===== src/inc/dbg_pkg.sv =====
// Purpose: constants and carrier types for the debug breakpoint unit
// Assumes: one core clock, synchronous active-low reset
// Notes: offsets are byte addresses on the register bus
// Operation
// - executing opcode CC raises exception 3 as a trap after it completes.
// - opcode CC ignores io privilege; two-byte soft interrupt is checked.
// - single-step flag bit 8 set at instruction end raises exception 1.
// - single-step trap comes after the instruction following the setter.
// - single-step trap saves pointer to next unexecuted instruction.
// - reset leaves all four breakpoints disabled.
// - every debug register breakpoint goes to exception 1.
// - four 32-bit addresses compared against every linear address.
// - comparison uses linear addresses, never translated ones.
// - length 00 byte, 01 word ignores bit 0, 11 dword; 10 undefined.
// - word and dword regions are naturally aligned.
// - access 00 execute, 01 data write, 11 data read or write.
// - execution breakpoint is a fault, data breakpoint a trap.
// - partial or full overlap with region detects a data breakpoint.
// - breakpoint active only if its global or local enable is set.
// - task switch clears local enables and local exact match only.
// - enabled match sets hit flags of all matching; hardware never clears.
`default_nettype none
package dbg_pkg;
   localparam int NUM_BP = 4;
   localparam logic [7:0] ADDR_BP0 = 8'h00;
   localparam logic [7:0] ADDR_STATUS = 8'h10;
   localparam logic [7:0] ADDR_CONTROL = 8'h14;
   localparam logic [31:0] BP_ADDR_RESET = 32'h00000000;
   localparam logic [31:0] CONTROL_RESET = 32'h00000000;
   localparam logic [31:0] STATUS_RESET = 32'h00000000;
   localparam int CTL_LE_BIT = 8;
   localparam int CTL_GE_BIT = 9;
   localparam int CTL_RW_LSB = 16;
   localparam int CTL_LEN_LSB = 18;
   localparam int CTL_STRIDE = 4;
   localparam int STATUS_STEP_BIT = 14;
   localparam int TF_BIT = 8;
   localparam logic [1:0] LEN_BYTE = 2'h0;
   localparam logic [1:0] LEN_WORD = 2'h1;
   localparam logic [1:0] LEN_BAD = 2'h2;
   localparam logic [1:0] LEN_DWORD = 2'h3;
   localparam logic [1:0] RW_EXEC = 2'h0;
   localparam logic [1:0] RW_WRITE = 2'h1;
   localparam logic [1:0] RW_RDWR = 2'h3;
   localparam logic [7:0] BREAK_OPCODE = 8'hCC;
   localparam logic [7:0] VEC_DEBUG = 8'h01;
   localparam logic [7:0] VEC_BREAK = 8'h03;
   localparam logic [1:0] RESP_OKAY = 2'h0;
   localparam logic [1:0] RESP_SLVERR = 2'h2;

   typedef struct packed {
      logic valid;
      logic [31:0] addr;
   } fetch_t;

   typedef struct packed {
      logic valid;
      logic write;
      logic [1:0] size;
      logic [31:0] addr;
   } data_access_t;

   typedef struct packed {
      logic valid;
      logic [7:0] opcode;
      logic soft_int;
      logic [7:0] int_vector;
      logic io_checked_mode;
      logic io_priv_ok;
      logic task_switch;
      logic [31:0] flags;
      logic [31:0] next_pointer;
   } retire_t;

   typedef struct packed {
      logic valid;
      logic fault;
      logic priv_fault;
      logic [7:0] vector;
      logic [31:0] return_pointer;
   } exc_t;
endpackage
`default_nettype wire


===== src/rtl/debug_breakpoint_unit.sv =====
// Purpose: breakpoint opcode, single-step and address breakpoint logic
// Assumes: the core never presents fetch and retire in the same cycle
// Notes: one exception request per cycle, registered
//
// Our own choices: the AXI4-Lite interface to the registers and the register offsets.
`timescale 1ns/1ps
`default_nettype none
module debug_breakpoint_unit
   import dbg_pkg::*;
#(
   parameter logic [7:0] PRIV_FAULT_VECTOR = 8'h0D
)
(
   input wire logic CORE_CLK,
   input wire logic RSTN,
   input wire logic [7:0] AWADDR,
   input wire logic AWVALID,
   output logic AWREADY,
   input wire logic [31:0] WDATA,
   input wire logic [3:0] WSTRB,
   input wire logic WVALID,
   output logic WREADY,
   output logic [1:0] BRESP,
   output logic BVALID,
   input wire logic BREADY,
   input wire logic [7:0] ARADDR,
   input wire logic ARVALID,
   output logic ARREADY,
   output logic [31:0] RDATA,
   output logic [1:0] RRESP,
   output logic RVALID,
   input wire logic RREADY,
   input wire dbg_pkg::fetch_t FETCH,
   input wire dbg_pkg::data_access_t DATA,
   input wire dbg_pkg::retire_t RETIRE,
   output dbg_pkg::exc_t EXC
);
   import dbg_pkg::*;

   logic [31:0] bp_addr [NUM_BP];
   logic [31:0] control;
   logic [31:0] status;
   logic step_armed;
   logic data_pend;
   logic [NUM_BP-1:0] exec_hit;
   logic [NUM_BP-1:0] data_hit;
   logic [NUM_BP-1:0] enabled;
   logic wr_en;
   logic [7:0] wr_addr;
   logic [31:0] wr_data;
   logic [31:0] wr_mask;
   logic [31:0] rd_data;
   exc_t next_exc;

   ////////////////////////////////////////////////////////////////////////
   // comparators, one per breakpoint address
   for (genvar i = 0; i < NUM_BP; i++)
   begin : g_bp
      // addresses arrive already linear; no translated address is seen
      bp_comparator u_cmp (
         .base(bp_addr[i]),
         .len(control[CTL_LEN_LSB + CTL_STRIDE*i +: 2]),
         .rw(control[CTL_RW_LSB + CTL_STRIDE*i +: 2]),
         .fetch(FETCH),
         .data(DATA),
         .exec_hit(exec_hit[i]),
         .data_hit(data_hit[i])
      );
      assign enabled[i] = control[2*i] | control[2*i+1];
   end

   wire exec_any = |(exec_hit & enabled);
   wire data_any = |(data_hit & enabled);
   // disabled matches ride along only when some enabled one fires
   wire [NUM_BP-1:0] hit_set = (exec_any || data_any)
      ? (exec_hit | data_hit) : '0;
   wire step_trap = RETIRE.valid && step_armed;
   wire data_trap = RETIRE.valid && (data_pend || data_any);
   wire break_trap = RETIRE.valid
      && RETIRE.opcode == BREAK_OPCODE;
   wire int_ok = !RETIRE.io_checked_mode || RETIRE.io_priv_ok;
   wire soft_int = RETIRE.valid && RETIRE.soft_int;

   ////////////////////////////////////////////////////////////////////////
   // bus decode
   wire wr_bp = wr_addr < ADDR_STATUS && wr_addr[1:0] == 2'h0;
   wire wr_status = wr_addr == ADDR_STATUS;
   wire wr_control = wr_addr == ADDR_CONTROL;
   wire wr_ok = wr_bp || wr_status || wr_control;
   wire rd_bp = ARADDR < ADDR_STATUS && ARADDR[1:0] == 2'h0;
   wire rd_ok = rd_bp || ARADDR == ADDR_STATUS || ARADDR == ADDR_CONTROL;
   assign rd_data = rd_bp ? bp_addr[ARADDR[3:2]] :
      (ARADDR == ADDR_STATUS) ? status : control;

   axil_port u_bus (
      .CORE_CLK(CORE_CLK),
      .RSTN(RSTN),
      .AWADDR(AWADDR),
      .AWVALID(AWVALID),
      .AWREADY(AWREADY),
      .WDATA(WDATA),
      .WSTRB(WSTRB),
      .WVALID(WVALID),
      .WREADY(WREADY),
      .BRESP(BRESP),
      .BVALID(BVALID),
      .BREADY(BREADY),
      .ARADDR(ARADDR),
      .ARVALID(ARVALID),
      .ARREADY(ARREADY),
      .RDATA(RDATA),
      .RRESP(RRESP),
      .RVALID(RVALID),
      .RREADY(RREADY),
      .wr_en(wr_en),
      .wr_addr(wr_addr),
      .wr_data(wr_data),
      .wr_mask(wr_mask),
      .wr_ok(wr_ok),
      .rd_data(rd_data),
      .rd_ok(rd_ok)
   );

   wire [31:0] merged_status = (status & ~wr_mask) | (wr_data & wr_mask);
   wire [31:0] merged_control = (control & ~wr_mask) | (wr_data & wr_mask);
   wire [31:0] local_keep = ~(32'h00000055 | (32'h1 << CTL_LE_BIT));
   // hardware sets win over a clearing write in the same cycle
   wire [31:0] next_status = ((wr_en && wr_status) ? merged_status : status)
      | {28'h0, hit_set}
      | (step_trap ? (32'h1 << STATUS_STEP_BIT) : 32'h0);
   // globals and global exact match survive a task switch
   wire [31:0] next_control = ((wr_en && wr_control) ? merged_control
      : control) & ((RETIRE.valid && RETIRE.task_switch) ? local_keep
      : 32'hFFFFFFFF);

   ////////////////////////////////////////////////////////////////////////
   // exception selection: fault before the instruction, traps merged after
   always_comb
   begin
      next_exc = '0;
      if (exec_any)
      begin
         next_exc.valid = 1'b1;
         next_exc.fault = 1'b1;
         next_exc.vector = VEC_DEBUG;
         next_exc.return_pointer = FETCH.addr;
      end
      else if (step_trap || data_trap)
      begin
         next_exc.valid = 1'b1;
         next_exc.vector = VEC_DEBUG;
         next_exc.return_pointer = RETIRE.next_pointer;
      end
      else if (break_trap)
      begin
         next_exc.valid = 1'b1;
         next_exc.vector = VEC_BREAK;
         next_exc.return_pointer = RETIRE.next_pointer;
      end
      else if (soft_int)
      begin
         next_exc.valid = 1'b1;
         next_exc.priv_fault = !int_ok;
         next_exc.fault = !int_ok;
         next_exc.vector = int_ok ? RETIRE.int_vector : PRIV_FAULT_VECTOR;
         next_exc.return_pointer = RETIRE.next_pointer;
      end
   end

   ////////////////////////////////////////////////////////////////////////
   // state
   always_ff @(posedge CORE_CLK)
   begin
      if (!RSTN)
      begin
         control <= CONTROL_RESET;
         status <= STATUS_RESET;
         step_armed <= 1'b0;
         data_pend <= 1'b0;
         EXC <= '0;
      end
      else
      begin
         control <= next_control;
         status <= next_status;
         EXC <= next_exc;
         // flag as left by this instruction traps after the next one
         if (RETIRE.valid)
            step_armed <= RETIRE.flags[TF_BIT];
         data_pend <= (data_pend || data_any) && !data_trap;
      end
   end

   always_ff @(posedge CORE_CLK)
   begin
      if (!RSTN)
         bp_addr <= '{default: BP_ADDR_RESET};
      else if (wr_en && wr_bp)
         bp_addr[wr_addr[3:2]] <= (bp_addr[wr_addr[3:2]] & ~wr_mask)
            | (wr_data & wr_mask);
   end
endmodule // debug_breakpoint_unit
`default_nettype wire


===== src/rtl/bp_comparator.sv =====
// Purpose: one linear address breakpoint comparator
// Assumes: data size is byte count minus one
// Notes: purely combinational
`timescale 1ns/1ps
`default_nettype none
module bp_comparator
   import dbg_pkg::*;
(
   input wire logic [31:0] base,
   input wire logic [1:0] len,
   input wire logic [1:0] rw,
   input wire dbg_pkg::fetch_t fetch,
   input wire dbg_pkg::data_access_t data,
   output logic exec_hit,
   output logic data_hit
);
   wire [31:0] span;
   wire [31:0] lo;
   wire [31:0] hi;
   wire [32:0] acc_hi;
   wire len_ok;
   wire use_ok;

   ////////////////////////////////////////////////////////////////////////
   // low bits dropped from the base keep regions aligned
   assign span = (len == LEN_WORD) ? 32'h00000001 :
      (len == LEN_DWORD) ? 32'h00000003 : 32'h00000000;
   assign lo = base & ~span;
   assign hi = base | span;
   assign acc_hi = {1'b0, data.addr} + {31'h0, data.size};
   assign len_ok = (len != LEN_BAD);
   assign use_ok = (rw == RW_RDWR) || (rw == RW_WRITE && data.write);
   // exact first byte only, the fetch address includes prefixes
   assign exec_hit = fetch.valid && rw == RW_EXEC && len_ok
      && fetch.addr == base;
   // any overlap counts, so an access straddling the region still hits
   assign data_hit = data.valid && use_ok && len_ok
      && {1'b0, lo} <= acc_hi && data.addr <= hi;
endmodule // bp_comparator
`default_nettype wire


===== src/rtl/axil_port.sv =====
// Purpose: AXI4-Lite slave handshake for a small register file
// Assumes: one write and one read outstanding at most
// Notes: write strobe fires in the first cycle that both address and data are held
`timescale 1ns/1ps
`default_nettype none
module axil_port
   import dbg_pkg::*;
(
   input wire logic CORE_CLK,
   input wire logic RSTN,
   input wire logic [7:0] AWADDR,
   input wire logic AWVALID,
   output logic AWREADY,
   input wire logic [31:0] WDATA,
   input wire logic [3:0] WSTRB,
   input wire logic WVALID,
   output logic WREADY,
   output logic [1:0] BRESP,
   output logic BVALID,
   input wire logic BREADY,
   input wire logic [7:0] ARADDR,
   input wire logic ARVALID,
   output logic ARREADY,
   output logic [31:0] RDATA,
   output logic [1:0] RRESP,
   output logic RVALID,
   input wire logic RREADY,
   output logic wr_en,
   output logic [7:0] wr_addr,
   output logic [31:0] wr_data,
   output logic [31:0] wr_mask,
   input wire logic wr_ok,
   input wire logic [31:0] rd_data,
   input wire logic rd_ok
);
   logic aw_held;
   logic w_held;
   logic [3:0] strb;
   wire aw_take;
   wire w_take;
   wire ar_take;

   assign AWREADY = !aw_held && !BVALID;
   assign WREADY = !w_held && !BVALID;
   assign ARREADY = !RVALID;
   assign aw_take = AWVALID && AWREADY;
   assign w_take = WVALID && WREADY;
   assign ar_take = ARVALID && ARREADY;
   assign wr_en = aw_held && w_held && !BVALID;
   assign wr_mask = {{8{strb[3]}}, {8{strb[2]}}, {8{strb[1]}}, {8{strb[0]}}};

   always_ff @(posedge CORE_CLK)
   begin
      if (!RSTN)
      begin
         aw_held <= 1'b0;
         w_held <= 1'b0;
         wr_addr <= 8'h00;
         wr_data <= 32'h00000000;
         strb <= 4'h0;
         BVALID <= 1'b0;
         BRESP <= RESP_OKAY;
      end
      else
      begin
         if (aw_take)
         begin
            aw_held <= 1'b1;
            wr_addr <= AWADDR;
         end
         if (w_take)
         begin
            w_held <= 1'b1;
            wr_data <= WDATA;
            strb <= WSTRB;
         end
         if (wr_en)
         begin
            aw_held <= 1'b0;
            w_held <= 1'b0;
            BVALID <= 1'b1;
            BRESP <= wr_ok ? RESP_OKAY : RESP_SLVERR;
         end
         else if (BVALID && BREADY)
            BVALID <= 1'b0;
      end
   end

   always_ff @(posedge CORE_CLK)
   begin
      if (!RSTN)
      begin
         RVALID <= 1'b0;
         RDATA <= 32'h00000000;
         RRESP <= RESP_OKAY;
      end
      else if (ar_take)
      begin
         RVALID <= 1'b1;
         RDATA <= rd_ok ? rd_data : 32'h00000000;
         RRESP <= rd_ok ? RESP_OKAY : RESP_SLVERR;
      end
      else if (RVALID && RREADY)
         RVALID <= 1'b0;
   end
endmodule // axil_port
`default_nettype wire


===== config.mk =====
export PLATFORM = sky130hd
export DESIGN_NAME = debug_breakpoint_unit
export DESIGN_NICKNAME = d
export VERILOG_FILES = /design/src/inc/dbg_pkg.sv /design/src/rtl/debug_breakpoint_unit.sv /design/src/rtl/bp_comparator.sv /design/src/rtl/axil_port.sv
export SDC_FILE = /design/constraint.sdc
export NUM_CORES = 1
export LEC_CHECK = 0
export BUFFER_PORTS_ARGS = -buffer_cell sky130_fd_sc_hd__clkbuf_2
export CELL_PAD_IN_SITES_DETAIL_PLACEMENT = 2
export CELL_PAD_IN_SITES_GLOBAL_PLACEMENT = 2
export CORE_ASPECT_RATIO = 0.8
export CORE_MARGIN = 1
export CORE_UTILIZATION = 36
export DETAILED_ROUTE_END_ITERATION = 12
export PLACE_DENSITY = 0.87
export SLEW_MARGIN = 20
export SYNTH_ARGS = -nofsm -noshare
export SYNTH_HDL_FRONTEND = slang
export SYNTH_HIERARCHICAL = 1
export SYNTH_SLANG_ARGS = --single-unit
export TNS_END_PERCENT = 1

===== constraint.sdc =====
create_clock -name CORE_CLK -period 4.8 [get_ports CORE_CLK]
set_clock_uncertainty 0.15 [all_clocks]
set_input_delay 0.24 -clock CORE_CLK [delete_from_list [all_inputs] [get_ports CORE_CLK]]
set_output_delay 0.24 -clock CORE_CLK [all_outputs]
set_load 0.1 [all_outputs]

==> flow_summary_export.csv <==
group,metric,value,unit
sta,fin_crit_sh,1.007,
clocking,cts_root_buffer,"clkbuf_16",
synth,synth-seq-cells,319,
placed_design,io_buffers,263,
detailed_routing,final_antenna_net_count,0,
outcome,run_status,"finished with violations",
sta,finalSetupViolCount,2,
synth,synth_area_per_cell,8.545,um2
synth,synth_warnings,6,
detailed_routing,viasPerCell,6.478,
synth,synth_edf_count,0,
floorplan,start_util,0.3637,
floorplan,pin_count,297,
power_and_ir_drop,peakVddDrop,0.2109,mV
power_and_ir_drop,power_density,242.1,mW/mm2
clocking,numCtsBuffers,36,
clocking,cts_num_sinks,319,
synth,synth.yosys.seq_area_share,0.2550,
sta,rsz0062_at_grt,"yes",
setup_path,critical_path_class,"reg -> reg",
placed_design,dp_slack,-0.4928,ns
synth,ys_types,94,
setup_path,start_kind,"flip-flop",
setup_path,end_kind,"flip-flop",
sta,setup_ws,-0.03458,ns
worst_hold_path,holdPathStages,4,
setup_path,critPathMaxFanout,33,
detailed_routing,remaining_drc_errors,2,
layout,nets,3856,
sta,maxSlewViolCount,0,
sta,max-slew-margin-rel,0.2376,
setup_path,arrival,5.18,ns
clocking,htreeDepth,2,
setup_path,worstPathRequired,5.14,ns
global_routing,grt_pass1_vias,30130,
detailed_routing,wl,146700,um
detailed_routing,dr.pass1.iters,11,
clocking,clkLatencyLatePin,0.60,ns
detailed_routing,num_vias,28080,
clocking,cts_tree,"yes",
global_routing,grt_use_total,0.3984,
placed_design,hpwl,100100,um
sta,fmax,0.2068,GHz
sta,tightest_slew,1.144,ns
run,drv_cap,0,
detailed_routing,routed_wire_length_per_instance,33.84,um
placed_design,place_congestion,1.037,
layout,drive_gt1_frac,0.2026,
floorplan,floorplan.die.height,237.9,um
clocking,clockBufferDepth,3,
global_routing,grt_pass1_wl,209500,um
layout,final_cell_area,0.03074,mm2
global_routing,antenna_found_initial,16,
sta,setup-tns-final,-0.04263,ns
outcome,violations,"DRC, hold timing, setup timing",
floorplan,dieArea,0.07063,mm2
layout,area_growth,22.73,%
sta,min_period,4.835,ns
floorplan,coreArea,0.06887,mm2
global_routing,grt_max_degree,142,
synth,netlist_area,0.02504,mm2
layout,layout_common_cells,"317 x dfxtp_1, 278 x nand2_1, 264 x ha_1, 262 x clkbuf_2, 213 x xor2_1",
sta,fin_hold_ws,-0.03919,ns
layout,layout_commonest_cell,"dfxtp_1",
clocking,cts.reportedPaths.clkPinSlew,0.07,ns
synth,syn_inst,2931,
setup_path,rr_worst_depth,17,
synth,ys.flop_type,"dfxtp_1",
floorplan,num_rows,86,
sta,hold_viol,2,
detailed_routing,drtIter0Drc,2882,
worst_hold_path,hp-class,"in -> reg",
floorplan,die_w,296.9,um
global_routing,gr-total-overflow,0,
synth,synthArstFlopShare,0,
power_and_ir_drop,power_leakage,12.72,nW
placed_design,dpl_cell_area,0.02829,mm2
## report_power, final
group          switching (W)  leakage, nW  internal (W)
registers           0.000122         2.58       0.00270
logic                0.00101         9.54      0.000511
clock network        0.00136        0.604       0.00174
total                0.00249         12.7       0.00496
## layout make-up
| class | count | area [um2] |
|---|---|---|
| fill | 7468 | 38130 |
| clock buffer | 53 | 1086 |
| antenna | 10 | 25.02 |
| inverter | 155 | 583.1 |
| timing repair buffer | 586 | 4066 |
| sequential | 319 | 6389 |
| clock inverter | 10 | 145.1 |
| tap | 924 | 1156 |
| multi-input combinational | 2277 | 17290 |
## worst paths after layout
path	start	to	slack, ns
hold / removal	RETIRE[19]	EXC[19]	-0.04
setup / recovery	bp_addr[33]	EXC[15]	-0.03
hold reg to reg	u_bus/wr_addr[1]	u_bus/wr_addr[1]	0.34
setup reg to reg	bp_addr[33]	EXC[15]	-0.03
## cells in the mapped netlist (8+ instances only)
cell / number / share of area
a21oi_1: 205 / 0.041
xor2_1: 213 / 0.074
mux4_2: 64 / 0.058
xnor2_1: 33 / 0.012
nor4_1: 49 / 0.012
and4_1: 25 / 0.0087
a21boi_0: 40 / 0.012
o21ai_1: 9 / 0.0018
buf_4: 42 / 0.013
nor2b_1: 18 / 0.0045
dfxtp_1: 319 / 0.25
nand3_1: 130 / 0.026
a41o_1: 59 / 0.024
buf_2: 48 / 0.0096
o211ai_1: 15 / 0.0045
a32oi_1: 33 / 0.012
clkbuf_1: 75 / 0.011
nand2_1: 278 / 0.042
a21o_1: 33 / 0.0099
nor3_1: 14 / 0.0028
mux2i_1: 65 / 0.026
nand2b_1: 13 / 0.0032
o21ai_0: 128 / 0.026
nor2_1: 196 / 0.029
a31oi_1: 8 / 0.0020
and2_1: 32 / 0.0080
inv_1: 154 / 0.023
nand4_1: 84 / 0.021
o21a_1: 8 / 0.0024
a211oi_1: 122 / 0.037
and3_1: 14 / 0.0035
ha_1: 264 / 0.13
## repair_timing
item / in CTS / in global routing
setup buffers: 0 / 1
pin swaps: 0 / 3
endpoints found under the hold margin: 86 / 0
hold buffers: 107 / 0
resized for setup: 1 / 42
endpoints found under the setup margin: 4 / 47
## through the flow
stage	power [W]	std cells	utilization
after CTS	0.007277	4322	0.4443
after global placement	0.004116	4152	0.4108
after detailed placement	0.004201	4152	0.4108
after floorplan	0.003597	2932	-
after global routing	0.007567	4329	0.4461
final	0.007442	4334	0.4463
## per-layer routing
| layer | GRT usage | vias up | part of all wire |
|---|---|---|---|
| li1 | - | 11640 | - |
| met1 | 0.4746 | 14180 | 0.38 |
| met2 | 0.6403 | 1691 | 0.45 |
| met3 | 0.1005 | 553 | 0.094 |
| met4 | 0.2570 | 10 | 0.072 |
| met5 | 0 | - | 0.00065 |
## kinds of logic after synthesis
family	Yosys count	share of synthesized area
adder cells (fa/ha/maj)	268	0.1351
buffers and inverters	336	0.06100
multiplexers	129	0.08353
flip-flops	319	0.2550
AND/OR/NAND/NOR	929	0.1923
AO/OA/AOI/OAI	703	0.1869
XOR/XNOR	246	0.08603
other	1	0.0001497
## critical path, stage by stage, from the launching register on
cell and delay [ns]:
dfxtp_1 0.62, a21boi_1 0.85, buf_4 0.30, ha_1 0.24
and4_1 0.19, nor4bb_4 0.16, a22o_1 0.25, a2111oi_2 0.25
buf_4 0.22, o211ai_1 0.14, a211oi_2 0.25, buf_4 0.18
o21ai_0 0.10, nand4_1 0.11, buf_6 0.15, o21ai_2 0.08
buf_12 0.20, o21ai_0 0.27
(Power assumes the default switching activity.)
